$ cat config.mk
export PLATFORM = sky130hd
export DESIGN_NAME = ipc_power_ctrl
export DESIGN_NICKNAME = d
export VERILOG_FILES = /design/src/common/ipc_pkg.sv /design/src/common/ipc_delay_if.sv /design/src/hdl/ipc_wake_delay.sv /design/src/hdl/ipc_power_ctrl.sv
export SDC_FILE = /design/constraint.sdc
export NUM_CORES = 1
export LEC_CHECK = 0
export BUFFER_PORTS_ARGS = -buffer_cell sky130_fd_sc_hd__buf_2
export CAP_MARGIN = 5
export CORE_UTILIZATION = 52
export DETAILED_ROUTE_END_ITERATION = 16
export GPL_ROUTABILITY_DRIVEN = 0
export MAX_ROUTING_LAYER = met4
export PLACE_DENSITY = 0.78
export SKIP_LAST_GASP = 1
export SYNTH_ARGS = -nofsm -noshare
export SYNTH_HDL_FRONTEND = slang
export SYNTH_HIERARCHICAL = 1
export SYNTH_SLANG_ARGS = --single-unit
$ cat constraint.sdc
create_clock -name clk_i -period 2.6 [get_ports clk_i]
set_clock_uncertainty 0.15 [all_clocks]
set_input_delay 0.52 -clock clk_i [delete_from_list [all_inputs] [get_ports clk_i]]
set_output_delay 0.52 -clock clk_i [all_outputs]
set_load 0.01 [all_outputs]
$ cat src/common/ipc_pkg.sv
package ipc_pkg;

  // Clock and oscillator timing; the core clock is the oscillator itself.
  localparam int CLK_PERIOD_NS = 4;
  localparam int OSC_PERIOD_NS = 4;
  localparam int OSC_PER_STATE = 2;
  localparam int STATES_PER_MC = 6;
  localparam int MC_PERIODS = OSC_PER_STATE * STATES_PER_MC;
  localparam int MC_CYCLES = (MC_PERIODS * OSC_PERIOD_NS + CLK_PERIOD_NS - 1) / CLK_PERIOD_NS;

  // Settling delay after a port-1 wake-up, as a least time in oscillator periods.
  localparam int WAKE_DELAY_PERIODS = 1536;
  localparam int WAKE_DELAY_CYCLES =
    (WAKE_DELAY_PERIODS * OSC_PERIOD_NS + CLK_PERIOD_NS - 1) / CLK_PERIOD_NS;

  // Least reset hold times expected from the outside party.
  localparam int RESET_HOLD_IDLE_MC = 2;
  localparam int RESET_HOLD_POWERDOWN_PERIODS = 24;

  // Power control register.
  localparam logic [7:0] POWER_CONTROL_ADDR = 8'h87;
  localparam logic [7:0] POWER_CONTROL_RESET = 8'h00;
  localparam logic [7:0] POWER_CONTROL_RW_MASK = 8'h8f;
  localparam int BIT_IDLE_REQ = 0;
  localparam int BIT_POWERDOWN_REQ = 1;
  localparam int BIT_GENERAL_FLAG_LOW = 2;
  localparam int BIT_GENERAL_FLAG_HIGH = 3;
  localparam int BIT_BAUD_DOUBLE = 7;

  // Operating modes of the controller.
  typedef enum logic [1:0] {
    IPC_RUN,
    IPC_IDLE,
    IPC_POWERDOWN,
    IPC_WAKE
  } ipc_mode_t;

endpackage

$ cat src/common/ipc_delay_if.sv
`timescale 1ns/10ps
// Start and finish of the oscillator settling delay.
interface ipc_delay_if;
  logic start;
  logic done;
  modport ctrl (output start, input done);
  modport cnt (input start, output done);
endinterface

$ cat src/hdl/ipc_wake_delay.sv
`timescale 1ns/10ps
module ipc_wake_delay #(
  parameter int DELAY_CYCLES = ipc_pkg::WAKE_DELAY_CYCLES
) (
  // Clock and reset.
  input wire logic clk_i,
  input wire logic rst_i,
  // Control from the mode machine.
  ipc_delay_if.cnt dly
);

  localparam int CW = $clog2(DELAY_CYCLES + 1);

  typedef struct packed {
    logic busy;
    logic done;
    logic [CW-1:0] cnt;
  } ipc_dly_state_t;

  ipc_dly_state_t s_q;
  ipc_dly_state_t s_d;

  // A start while busy is ignored so a bouncing wake pin cannot stretch the delay.
  always_comb
  begin
    s_d = s_q;
    s_d.done = 1'b0;
    if (dly.start && !s_q.busy)
    begin
      s_d.busy = 1'b1;
      s_d.cnt = CW'(DELAY_CYCLES - 1);
    end
    else if (s_q.busy)
    begin
      if (s_q.cnt == '0)
      begin
        s_d.busy = 1'b0;
        s_d.done = 1'b1;
      end
      else
      begin
        s_d.cnt = s_q.cnt - 1'b1;
      end
    end
  end

  // State register.
  always_ff @(posedge clk_i or posedge rst_i)
  begin
    if (rst_i)
    begin
      s_q <= '0;
    end
    else
    begin
      s_q <= s_d;
    end
  end

  assign dly.done = s_q.done;
endmodule // ipc_wake_delay

$ cat src/hdl/ipc_power_ctrl.sv
`timescale 1ns/10ps
// Function
// - Idle begins right after the instruction writing the idle request completes.
// - In Idle only the CPU clock stops; interrupt, timers and serial keep running.
// - Idle preserves all CPU state, registers and internal RAM.
// - In Idle ports hold their levels; both bus strobes are held high.
// - An enabled interrupt in Idle clears the mode bits, ending Idle.
// - After the handler returns, execution continues after the Idle instruction.
// - Reset also ends Idle; two machine cycles of reset suffice.
// - Power-down starts after the instruction setting its request; oscillator stops.
// - Power-down keeps RAM and registers; ports show latches; strobes driven low.
// - Power-down during external access: port 2 shows latch, port 0 floats.
// - Port-1 interrupt wake holds the internal clock off for 1536 periods.
// - Reset wake skips the settling delay; outside party waits for oscillator.
// - Reset restores every register value but leaves on-chip RAM unchanged.
// - Power control sits at direct address 87h, byte access only.
// - Bit 7 doubles the baud rate; bits 4 to 6 are reserved.
// - Bits 3 and 2 are software flags, writable with the idle request.
// - One machine cycle is six states of two oscillator periods.
module ipc_power_ctrl #(
  parameter int WAKE_DELAY_CYCLES = ipc_pkg::WAKE_DELAY_CYCLES,
  parameter int MC_CYCLES = ipc_pkg::MC_CYCLES
) (
  // Clock and reset.
  input wire logic clk_i,
  input wire logic rst_i,
  // Special function register port.
  input wire logic [7:0] sfr_addr_i,
  input wire logic sfr_wr_i,
  input wire logic sfr_bit_wr_i,
  input wire logic sfr_rd_i,
  input wire logic [7:0] sfr_wdata_i,
  output logic [7:0] sfr_rdata_o,
  // CPU and interrupt status.
  input wire logic instr_done_i,
  input wire logic irq_pending_i,
  input wire logic ext_access_i,
  // Port-1 wake pins and their enables.
  input wire logic [7:0] port1_wake_irq_i,
  input wire logic [7:0] port1_wake_en_i,
  // Clock gating.
  output logic cpu_clk_en_o,
  output logic periph_clk_en_o,
  output logic osc_en_o,
  output logic mc_strobe_o,
  // Pin control.
  output logic strobe_force_o,
  output logic strobe_level_o,
  output logic port_freeze_o,
  output logic port2_latch_sel_o,
  output logic port0_float_o,
  // Status.
  output logic baud_double_o,
  output logic idle_o,
  output logic powerdown_o
);

  localparam int MCW = $clog2(MC_CYCLES);
  // The wake tally has a little headroom past the delay so it cannot wrap.
  localparam int WCW = $clog2(WAKE_DELAY_CYCLES + 4);

  typedef struct packed {
    ipc_pkg::ipc_mode_t mode;
    logic [7:0] power_control;
    logic [7:0] rdata;
    logic [7:0] wake_meta;
    logic [7:0] wake_sync;
    logic [MCW-1:0] mc_cnt;
    logic mc_strobe;
    logic ext_at_entry;
    logic dly_start;
    logic cpu_clk_en;
    logic periph_clk_en;
    logic osc_en;
    logic strobe_force;
    logic strobe_level;
    logic port_freeze;
    logic port2_latch_sel;
    logic port0_float;
    logic idle;
    logic powerdown;
    logic [WCW-1:0] wake_cnt;
  } ipc_state_t;

  // Clock enables start on so the core runs through reset into normal operation.
  localparam ipc_state_t ST_RESET = '{
    mode: ipc_pkg::IPC_RUN,
    power_control: ipc_pkg::POWER_CONTROL_RESET,
    cpu_clk_en: 1'b1,
    periph_clk_en: 1'b1,
    osc_en: 1'b1,
    default: '0
  };

  ipc_state_t s_q;
  ipc_state_t s_d;
  logic [7:0] pc_wr;
  logic enter_any;
  logic wake_hit;

  ipc_delay_if dly ();

  // Settling delay counter used only for port-1 wake-up.
  ipc_wake_delay #(
    .DELAY_CYCLES(WAKE_DELAY_CYCLES)
  ) u_wake_delay (
    .clk_i(clk_i),
    .rst_i(rst_i),
    .dly(dly.cnt)
  );

  // Decodes a direct address onto the power control register.
  function automatic logic hits_power_control(input logic [7:0] addr);
    return addr == ipc_pkg::POWER_CONTROL_ADDR;
  endfunction

  // Bit-wise writes are dropped here because the register has no bit address.
  always_comb
  begin
    pc_wr = s_q.power_control;
    if (sfr_wr_i && !sfr_bit_wr_i && hits_power_control(sfr_addr_i))
    begin
      pc_wr = sfr_wdata_i & ipc_pkg::POWER_CONTROL_RW_MASK;
    end
  end

  // Entry is judged on the value after this cycle's write, so a write in the
  // completing instruction takes effect at that instruction's end.
  assign enter_any = instr_done_i &&
    (pc_wr[ipc_pkg::BIT_IDLE_REQ] || pc_wr[ipc_pkg::BIT_POWERDOWN_REQ]);

  // Only the synchronised copy of the wake pins is looked at.
  assign wake_hit = |(s_q.wake_sync & port1_wake_en_i);

  assign dly.start = s_q.dly_start;

  // Next-state logic for the whole controller.
  always_comb
  begin
    s_d = s_q;
    s_d.wake_meta = port1_wake_irq_i;
    s_d.wake_sync = s_q.wake_meta;
    s_d.dly_start = 1'b0;
    s_d.rdata = 8'h00;
    s_d.power_control = pc_wr;
    if (sfr_rd_i && hits_power_control(sfr_addr_i))
    begin
      s_d.rdata = s_q.power_control & ipc_pkg::POWER_CONTROL_RW_MASK;
    end
    case (s_q.mode)
      ipc_pkg::IPC_RUN:
      begin
        if (enter_any)
        begin
          if (pc_wr[ipc_pkg::BIT_POWERDOWN_REQ])
          begin
            s_d.mode = ipc_pkg::IPC_POWERDOWN;
            s_d.ext_at_entry = ext_access_i;
          end
          else
          begin
            s_d.mode = ipc_pkg::IPC_IDLE;
          end
        end
      end
      ipc_pkg::IPC_IDLE:
      begin
        // Flags stay so the handler can tell an idle wake from a normal one.
        if (irq_pending_i)
        begin
          s_d.mode = ipc_pkg::IPC_RUN;
          s_d.power_control[ipc_pkg::BIT_IDLE_REQ] = 1'b0;
          s_d.power_control[ipc_pkg::BIT_POWERDOWN_REQ] = 1'b0;
        end
      end
      ipc_pkg::IPC_POWERDOWN:
      begin
        if (wake_hit)
        begin
          s_d.mode = ipc_pkg::IPC_WAKE;
          s_d.dly_start = 1'b1;
        end
      end
      ipc_pkg::IPC_WAKE:
      begin
        if (dly.done)
        begin
          s_d.mode = ipc_pkg::IPC_RUN;
          s_d.power_control[ipc_pkg::BIT_IDLE_REQ] = 1'b0;
          s_d.power_control[ipc_pkg::BIT_POWERDOWN_REQ] = 1'b0;
          s_d.ext_at_entry = 1'b0;
        end
      end
      default:
      begin
        s_d.mode = ipc_pkg::IPC_RUN;
      end
    endcase

    // Machine-cycle timebase; it runs only in Run and Idle, so it stops in Power-down and while the oscillator settles.
    s_d.mc_strobe = 1'b0;
    if (s_q.mode == ipc_pkg::IPC_RUN || s_q.mode == ipc_pkg::IPC_IDLE)
    begin
      if (s_q.mc_cnt == MCW'(MC_CYCLES - 1))
      begin
        s_d.mc_cnt = '0;
        s_d.mc_strobe = 1'b1;
      end
      else
      begin
        s_d.mc_cnt = s_q.mc_cnt + 1'b1;
      end
    end

    // Pin and clock controls follow the next mode so they change with it.
    s_d.cpu_clk_en = s_d.mode == ipc_pkg::IPC_RUN;
    s_d.periph_clk_en = s_d.mode == ipc_pkg::IPC_RUN ||
      s_d.mode == ipc_pkg::IPC_IDLE;
    s_d.osc_en = s_d.mode != ipc_pkg::IPC_POWERDOWN;
    s_d.strobe_force = s_d.mode != ipc_pkg::IPC_RUN;
    s_d.strobe_level = s_d.mode == ipc_pkg::IPC_IDLE;
    s_d.port_freeze = s_d.mode == ipc_pkg::IPC_IDLE;
    s_d.port2_latch_sel = s_d.mode == ipc_pkg::IPC_POWERDOWN ||
      s_d.mode == ipc_pkg::IPC_WAKE;
    s_d.port0_float = s_d.port2_latch_sel && s_d.ext_at_entry;

    // Mode flags are registered so the status outputs leave a flip-flop directly.
    s_d.idle = s_d.mode == ipc_pkg::IPC_IDLE;
    s_d.powerdown = s_d.mode == ipc_pkg::IPC_POWERDOWN;

    // Cycles spent settling after a port-1 wake; the wake checks measure it.
    if (s_q.mode == ipc_pkg::IPC_WAKE)
    begin
      s_d.wake_cnt = s_q.wake_cnt + 1'b1;
    end
    else
    begin
      s_d.wake_cnt = '0;
    end
  end

  // Reset lands every field on its defined value and never starts the settling
  // delay; the outside party holds reset until the oscillator is stable.
  always_ff @(posedge clk_i or posedge rst_i)
  begin
    if (rst_i)
    begin
      s_q <= ST_RESET;
    end
    else
    begin
      s_q <= s_d;
    end
  end

  // Outputs come straight from the state register.
  assign sfr_rdata_o = s_q.rdata;
  assign cpu_clk_en_o = s_q.cpu_clk_en;
  assign periph_clk_en_o = s_q.periph_clk_en;
  assign osc_en_o = s_q.osc_en;
  assign mc_strobe_o = s_q.mc_strobe;
  assign strobe_force_o = s_q.strobe_force;
  assign strobe_level_o = s_q.strobe_level;
  assign port_freeze_o = s_q.port_freeze;
  assign port2_latch_sel_o = s_q.port2_latch_sel;
  assign port0_float_o = s_q.port0_float;
  assign baud_double_o = s_q.power_control[ipc_pkg::BIT_BAUD_DOUBLE];
  assign idle_o = s_q.idle;
  assign powerdown_o = s_q.powerdown;
endmodule // ipc_power_ctrl

==> impl_metrics.csv, run 1 <==
group,metric,value,unit
sta,slew_violations,0,
yosys,synthArstFlopShare,100,%
clock_network,cts.path.max_buffers,2,
power_and_ir_drop,p_leak,1.37,nW
route,dr.first_iter.drc_count,68,
die,die_x,69.8,um
worst_setup_path,worstReg2RegEnd,"u_wake_delay/s_q[1]$_DFFE_PP0P_",
power_and_ir_drop,p_sw,839,uW
final_layout,final_nets,298,
power_and_ir_drop,p_int,1.79,mW
clock_network,tritoncts,"yes",
worst_setup_path,crit_path_start_kind,"register",
yosys,synth_area_leader_cell,"dfrtp_1",
status,status,"completed",
final_layout,multi_input_area,836,um2
clock_network,cts_resized,0,
route,drt-total-wl,4030,um
clock_network,clk_pin_slew,0.09,ns
clock_network,hold_buffers,0,
placed_design,dpl.cell_count,296,
global_route,grt_pass1_vias,1602,
worst_setup_path,required,2.70,ns
clock_network,numCtsBuffers,5,
global_route,overflow,0,
clock_network,cts_sinks,56,
sta,setup_viol,0,
sta,rsz0062_at_grt,"no",
power_and_ir_drop,swShare,31.9,%
yosys,synth_cell_type_count,48,
final_layout,seqCellArea,1410,um2
yosys,synth_common_cells,"53 x dfrtp_1, 14 x inv_1, 11 x buf_4, 11 x nor2_1, 10 x o21ai_0",
worst_setup_path,critical_path_arrival,2.45,ns
yosys,syn_inst,201,
clock_network,clk_latency,0.31,ns
yosys,synth-edff-count,0,
final_layout,antenna_cells,0,
worst_setup_path,reg2reg_slack,0.25,ns
global_route,grt_max_degree,32,
power_and_ir_drop,seqPwrFrac,47.8,%
sta,finalCritPeriodShare,90.5,%
yosys,synth.ff_latch_count,56,
die,core-area,4380,um2
global_route,grt_usage,19.0,%
worst_setup_path,worstPathMaxFanout,4,
yosys,netlist_top_cells_area,"dfrtp_1 56%, ha_1 3.7%, buf_4 3.5%, dfstp_2 3.3%, inv_1 2.2%",
yosys,synthFlopType,"dfrtp_1",
sta,tightestPinTransition,1.07,ns
final_layout,nFillCells,346,
sta,setup_tns,0,ns
route,drt-vias-per-instance,5.33,
clock_network,post-cts-setup-buffer-count,0,
sta,period_minus_slack,2.35,ns
route,via_count,1620,
route,ant_nets,0,
clock_network,cts.htree.levels,2,
sta,max_freq,425,MHz
worst_setup_path,r2r-start,"u_wake_delay/s_q[0]$_DFFE_PP0P_",
worst_setup_path,reg2reg_depth,6,
route,firstDrtPassIters,5,
placed_design,io_buffer_count,53,
worst_hold_path,worstHoldPathType,"in2async",
route,wire_per_inst,13.3,um
power_and_ir_drop,irDropWorstVdd,0.420,mV
route,drc,0,
worst_setup_path,cp-end-kind,"register",
sta,final-hold-violation-count,0,
job,drv_cap,0,
power_and_ir_drop,powerDensity,952,nW/um2
yosys,synth_top_area_share,55.6,%
power_and_ir_drop,p_clk_share,23.1,%
die,initial_core_util,54.5,%
yosys,yosysSeqAreaShare,58.9,%
die,rows,24,
sta,slew-limit-headroom,28.1,%
placed_design,dp_hpwl,2950,um
final_layout,drive_above_1_share,32.1,%
clock_network,cts_root_buf,"clkbuf_8",
final_layout,area_delta_synth_final,15.8,%
die,pin_count,60,
yosys,syn_area,2390,um2
yosys,synth.avg_cell_area,11.9,um2
worst_setup_path,crit_type,"reg2reg",
die,die_h,69.8,um
global_route,antenna_found_initial,0,
die,die_area,4870,um2
power_and_ir_drop,combPwrFrac,29.1,%
yosys,ys.warnings.count,6,
yosys,yosysMostFrequentCell,"dfrtp_1",
final_layout,fin_cells,304,
global_route,grt_pass1_wl,6980,um
-- worst max path at each step --
stage                                         start                              end  slack (ns)  cells after the start
floorplan                             sfr_addr_i[5]               osc_en_o$_DFF_PP1_        0.03                      6
global placement                      sfr_addr_i[5]               osc_en_o$_DFF_PP1_        0.02                      6
CTS                 u_wake_delay/s_q[0]$_DFFE_PP0P_  u_wake_delay/s_q[1]$_DFFE_PP0P_        0.22                      6
global route        u_wake_delay/s_q[0]$_DFFE_PP0P_  u_wake_delay/s_q[1]$_DFFE_PP0P_        0.12                      6
detailed placement                    sfr_addr_i[5]               osc_en_o$_DFF_PP1_       0.003                      6
finish              u_wake_delay/s_q[0]$_DFFE_PP0P_  u_wake_delay/s_q[1]$_DFFE_PP0P_        0.25                      6
-- registers in the layout (all words and copies together) (netlist names), 5 cells and up --
name              count
s_d                   8
u_wake_delay/s_q     12
sfr_rdata_o           5
s_q                  19
-- cell families (layout without fill, tap and decap cells) --
kind of cell	count (synthesis)	count (layout)	synth area share, %
AND/OR/NAND/NOR	66	66	17.1
flip-flops	56	56	58.9
AO/OA/AOI/OAI	35	35	10.1
buffers and inverters	28	77	6.45
adder cells (fa/ha/maj)	7	7	3.67
multiplexers	7	7	3.35
other	1	3	0.157
XOR/XNOR	1	1	0.367
-- area by class of cell --
class                           count  share of cell area, %
Clock buffer                        7                   3.48
Sequential cell                    56                   50.8
Clock inverter                      1                   1.09
Timing Repair Buffer               55                   10.1
Tap cell                           52                   2.35
Multi-Input combinational cell    119                   30.2
Inverter                           14                   1.90
-- stage by stage --
stage / hold WS, ns / power [mW] / worst slack (ns) / area (um2) / utilization [%]
floorplan: 0.181 / 1.85 / 0.0315 / 2390 / -
global placement: 0.182 / 2.00 / 0.0244 / 2640 / 60.2
detailed placement: 0.185 / 2.04 / 0.00323 / 2640 / 60.2
CTS: 0.114 / 2.65 / 0.224 / 2770 / 63.1
global route: 0.111 / 2.83 / 0.124 / 2770 / 63.1
finish: 0.0869 / 2.63 / 0.247 / 2770 / 63.1
-- worst max-delay path, cell delays in order (launching register included) --
cell and delay [ns]:
dfrtp_1 0.41, inv_1 0.09, ha_1 0.17, or4b_1 0.49, or3_1 0.46, nor4_2 0.32
o22a_1 0.21
-- power groups by stage --
stage	Clock [mW]	Combinational, mW	Sequential [mW]
2_1_floorplan	0	0.580	1.27
3_3_place_gp	0	0.736	1.26
3_5_place_dp	0	0.769	1.27
4_1_cts	0.619	0.776	1.26
5_1_grt	0.657	0.880	1.29
6_report	0.607	0.767	1.26
-- routing by layer --
layer	GRT usage [%]	part of all wire [%]	wire, um
met5	-	0	0
met4	7.33	1.5	61
met3	5.09	5.3	214
met2	29.7	47	1900
met1	24.0	46	1860
-- cell usage in the layout (no fill, tap or decap), types with 2 or more instances in the layout --
cell type   n
a21o_1      2
a21oi_1     4
a22oi_1     4
and2_1      6
and2b_1     2
buf_2      53
buf_4       2
clkbuf_8    7
conb_1      3
dfrtp_1    53
dfstp_2     3
ha_1        7
inv_1      13
mux2_2      4
mux2i_1     2
nand2_1     9
nand2b_1    3
nand3_1     7
nor2_1     11
nor3_1      4
o21ai_0    10
o22a_1      3
o31ai_1     4
or2_2       2
or3_1       5
or4_1       4
or4b_4      2
Power figures use the tool's default switching activity.
==> inputs of run 2 (changes only) <==
CELL_PAD_IN_SITES_DETAIL_PLACEMENT = 1   (was unset)
CELL_PAD_IN_SITES_GLOBAL_PLACEMENT = 1   (was unset)
CORE_UTILIZATION = 41   (was 52)
PLACE_DENSITY = unset   (was 0.78)
PLACE_DENSITY_LB_ADDON = 0.1   (was unset)
==> impl_metrics.csv, run 2 (synthesis gave the netlist of run 1 again) <==
group,metric,value,unit
final_layout,antenna_cells,0,
sta,slew-limit-headroom,64.5,%
clock_network,clk_latency,0.31,ns
worst_setup_path,critical_path_arrival,2.53,ns
final_layout,layout_common_cells,"53 x dfrtp_1, 53 x buf_2, 13 x inv_1",
status,status,"completed",
sta,fin_ws,0.176,ns
route,ant_nets,0,
die,initial_core_util,42.8,%
sta,setup_tns,0,ns
global_route,grtUsageMet1,21.0,%
die,die_area,6130,um2
worst_setup_path,crit_type,"reg2reg",
final_layout,drive_above_1_share,32.3,%
placed_design,place_area,2670,um2
clock_network,numCtsBuffers,5,
die,pin_count,60,
clock_network,cts.path.max_buffers,2,
final_layout,area_delta_synth_final,16.2,%
placed_design,dp_slack,-0.0297,ns
placed_design,io_buffer_count,53,
placed_design,dpl.cell_count,317,
route,dr.first_iter.drc_count,67,
worst_setup_path,cp-end-kind,"register",
worst_hold_path,worstHoldPathType,"in2reg",
global_route,overflow,0,
final_layout,final_nets,300,
final_layout,fin_area,2780,um2
clock_network,clk_pin_slew,0.11,ns
global_route,grt_usage,17.7,%
route,wire_per_inst,14.4,um
die,die_x,78.3,um
global_route,grt-busiest-layer,"met2",
worst_setup_path,crit_path_cell_trace,"inv_1 -> ha_1 -> or4b_1 -> or3_1 -> nor4_2 -> o22a_1",
sta,finalCritPeriodShare,93.2,%
worst_setup_path,worstPathMaxFanout,4,
die,core-area,5570,um2
global_route,grt_pass1_vias,1714,
global_route,grt_pass1_wl,8030,um
sta,setup_viol,0,
final_layout,largest_register_ffs,19,
power_and_ir_drop,p_leak,1.36,nW
clock_network,post-cts-setup-buffer-count,0,
route,drt-vias-per-instance,5.02,
sta,rsz0062_at_grt,"no",
sta,tightestPinTransition,0.532,ns
route,drc,0,
die,die_h,78.3,um
global_route,met3_usage,3.84,%
route,via_count,1635,
worst_setup_path,cp_slowest_cell,"or4b_1",
final_layout,largest-register,"s_q",
worst_setup_path,required,2.71,ns
global_route,use_met2,30.4,%
power_and_ir_drop,irDropWorstVdd,0.399,mV
route,drt-total-wl,4690,um
clock_network,cts.htree.levels,2,
worst_setup_path,slowest_delay,0.49,ns
clock_network,cts_root_buf,"clkbuf_8",
job,drv_cap,0,
final_layout,fin_cells,326,
power_and_ir_drop,p_total,2.54,mW
sta,period_minus_slack,2.42,ns
placed_design,dp_hpwl,3480,um
clock_network,cts_sinks,56,
worst_setup_path,crit_path_start_kind,"register",
global_route,grt_max_degree,24,
route,firstDrtPassIters,4,
final_layout,nFillCells,626,
final_layout,fin_util,49.8,%
sta,final-hold-violation-count,0,
clock_network,hold_buffers,1,
sta,fin_hold_ws,0.155,ns
clock_network,tritoncts,"yes",
clock_network,cts_resized,0,
sta,slew_violations,0,
global_route,antenna_found_initial,0,
power_and_ir_drop,powerDensity,917,nW/um2
die,rows,27,
sta,max_freq,412,MHz
## run 2: cell types whose count changed in the layout (fill, tap and decap cells not counted)
cell           previous run  this run
buf_4                     2         3
bufinv_16                 1         0
clkbuf_8                  7         5
inv_6                     0         2
clkinvlp_4                0         1
dlygate4sd3_1             0         1
## run 2: report_power, final
part	switching, mW	internal, mW	total (mW)
logic	0.424	0.358	0.782
clock network	0.300	0.197	0.497
registers	0.165	1.10	1.26
total	0.889	1.65	2.54
## run 2: metal layers
layer | vias to the layer above | routed length (um)
met5 | - | 0
met3 | 6 | 180
li1 | 792 | -
met1 | 798 | 2070
met4 | 0 | 56
met2 | 39 | 2380
## run 2: area by class of cell
| class | count | area, um2 | share of cell area, % |
|---|---|---|---|
| timing repair buffer | 57 | 298 | 10.7 |
| clock inverter | 3 | 25.0 | 0.902 |
| inverter | 14 | 52.6 | 1.89 |
| clock buffer | 5 | 68.8 | 2.48 |
| tap | 72 | 90.1 | 3.25 |
| sequential | 56 | 1410 | 50.6 |
| multi-input combinational | 119 | 836 | 30.1 |
## run 2: worst paths after layout
kind,slack [ns],cells past startpoint,startpoint,to
max,0.18,6,u_wake_delay/s_q[0]$_DFFE_PP0P_,u_wake_delay/s_q[0]$_DFFE_PP0P_
min,0.16,1,port1_wake_irq_i[3],s_d[31]$_DFF_PP0_
max reg2reg,0.18,6,u_wake_delay/s_q[0]$_DFFE_PP0P_,u_wake_delay/s_q[0]$_DFFE_PP0P_
min reg2reg,0.21,0,s_d[35]$_DFF_PP0_,s_q[35]$_DFF_PP0_
max in group asynchronous,1.21,4,rst_i,s_d[29]$_DFF_PP0_
min in group asynchronous,0.52,3,rst_i,dly.start$_DFF_PP0_
## run 2: worst max-delay path, delay by kind of cell, from the launching register on
family                     cells  cell delay (ns)
adders and majority gates      1             0.17
DFF                            1             0.43
AOI/OAI and AO/OA              1             0.22
and+or+nand+nor                3             1.31
buffers and inverters          1             0.09
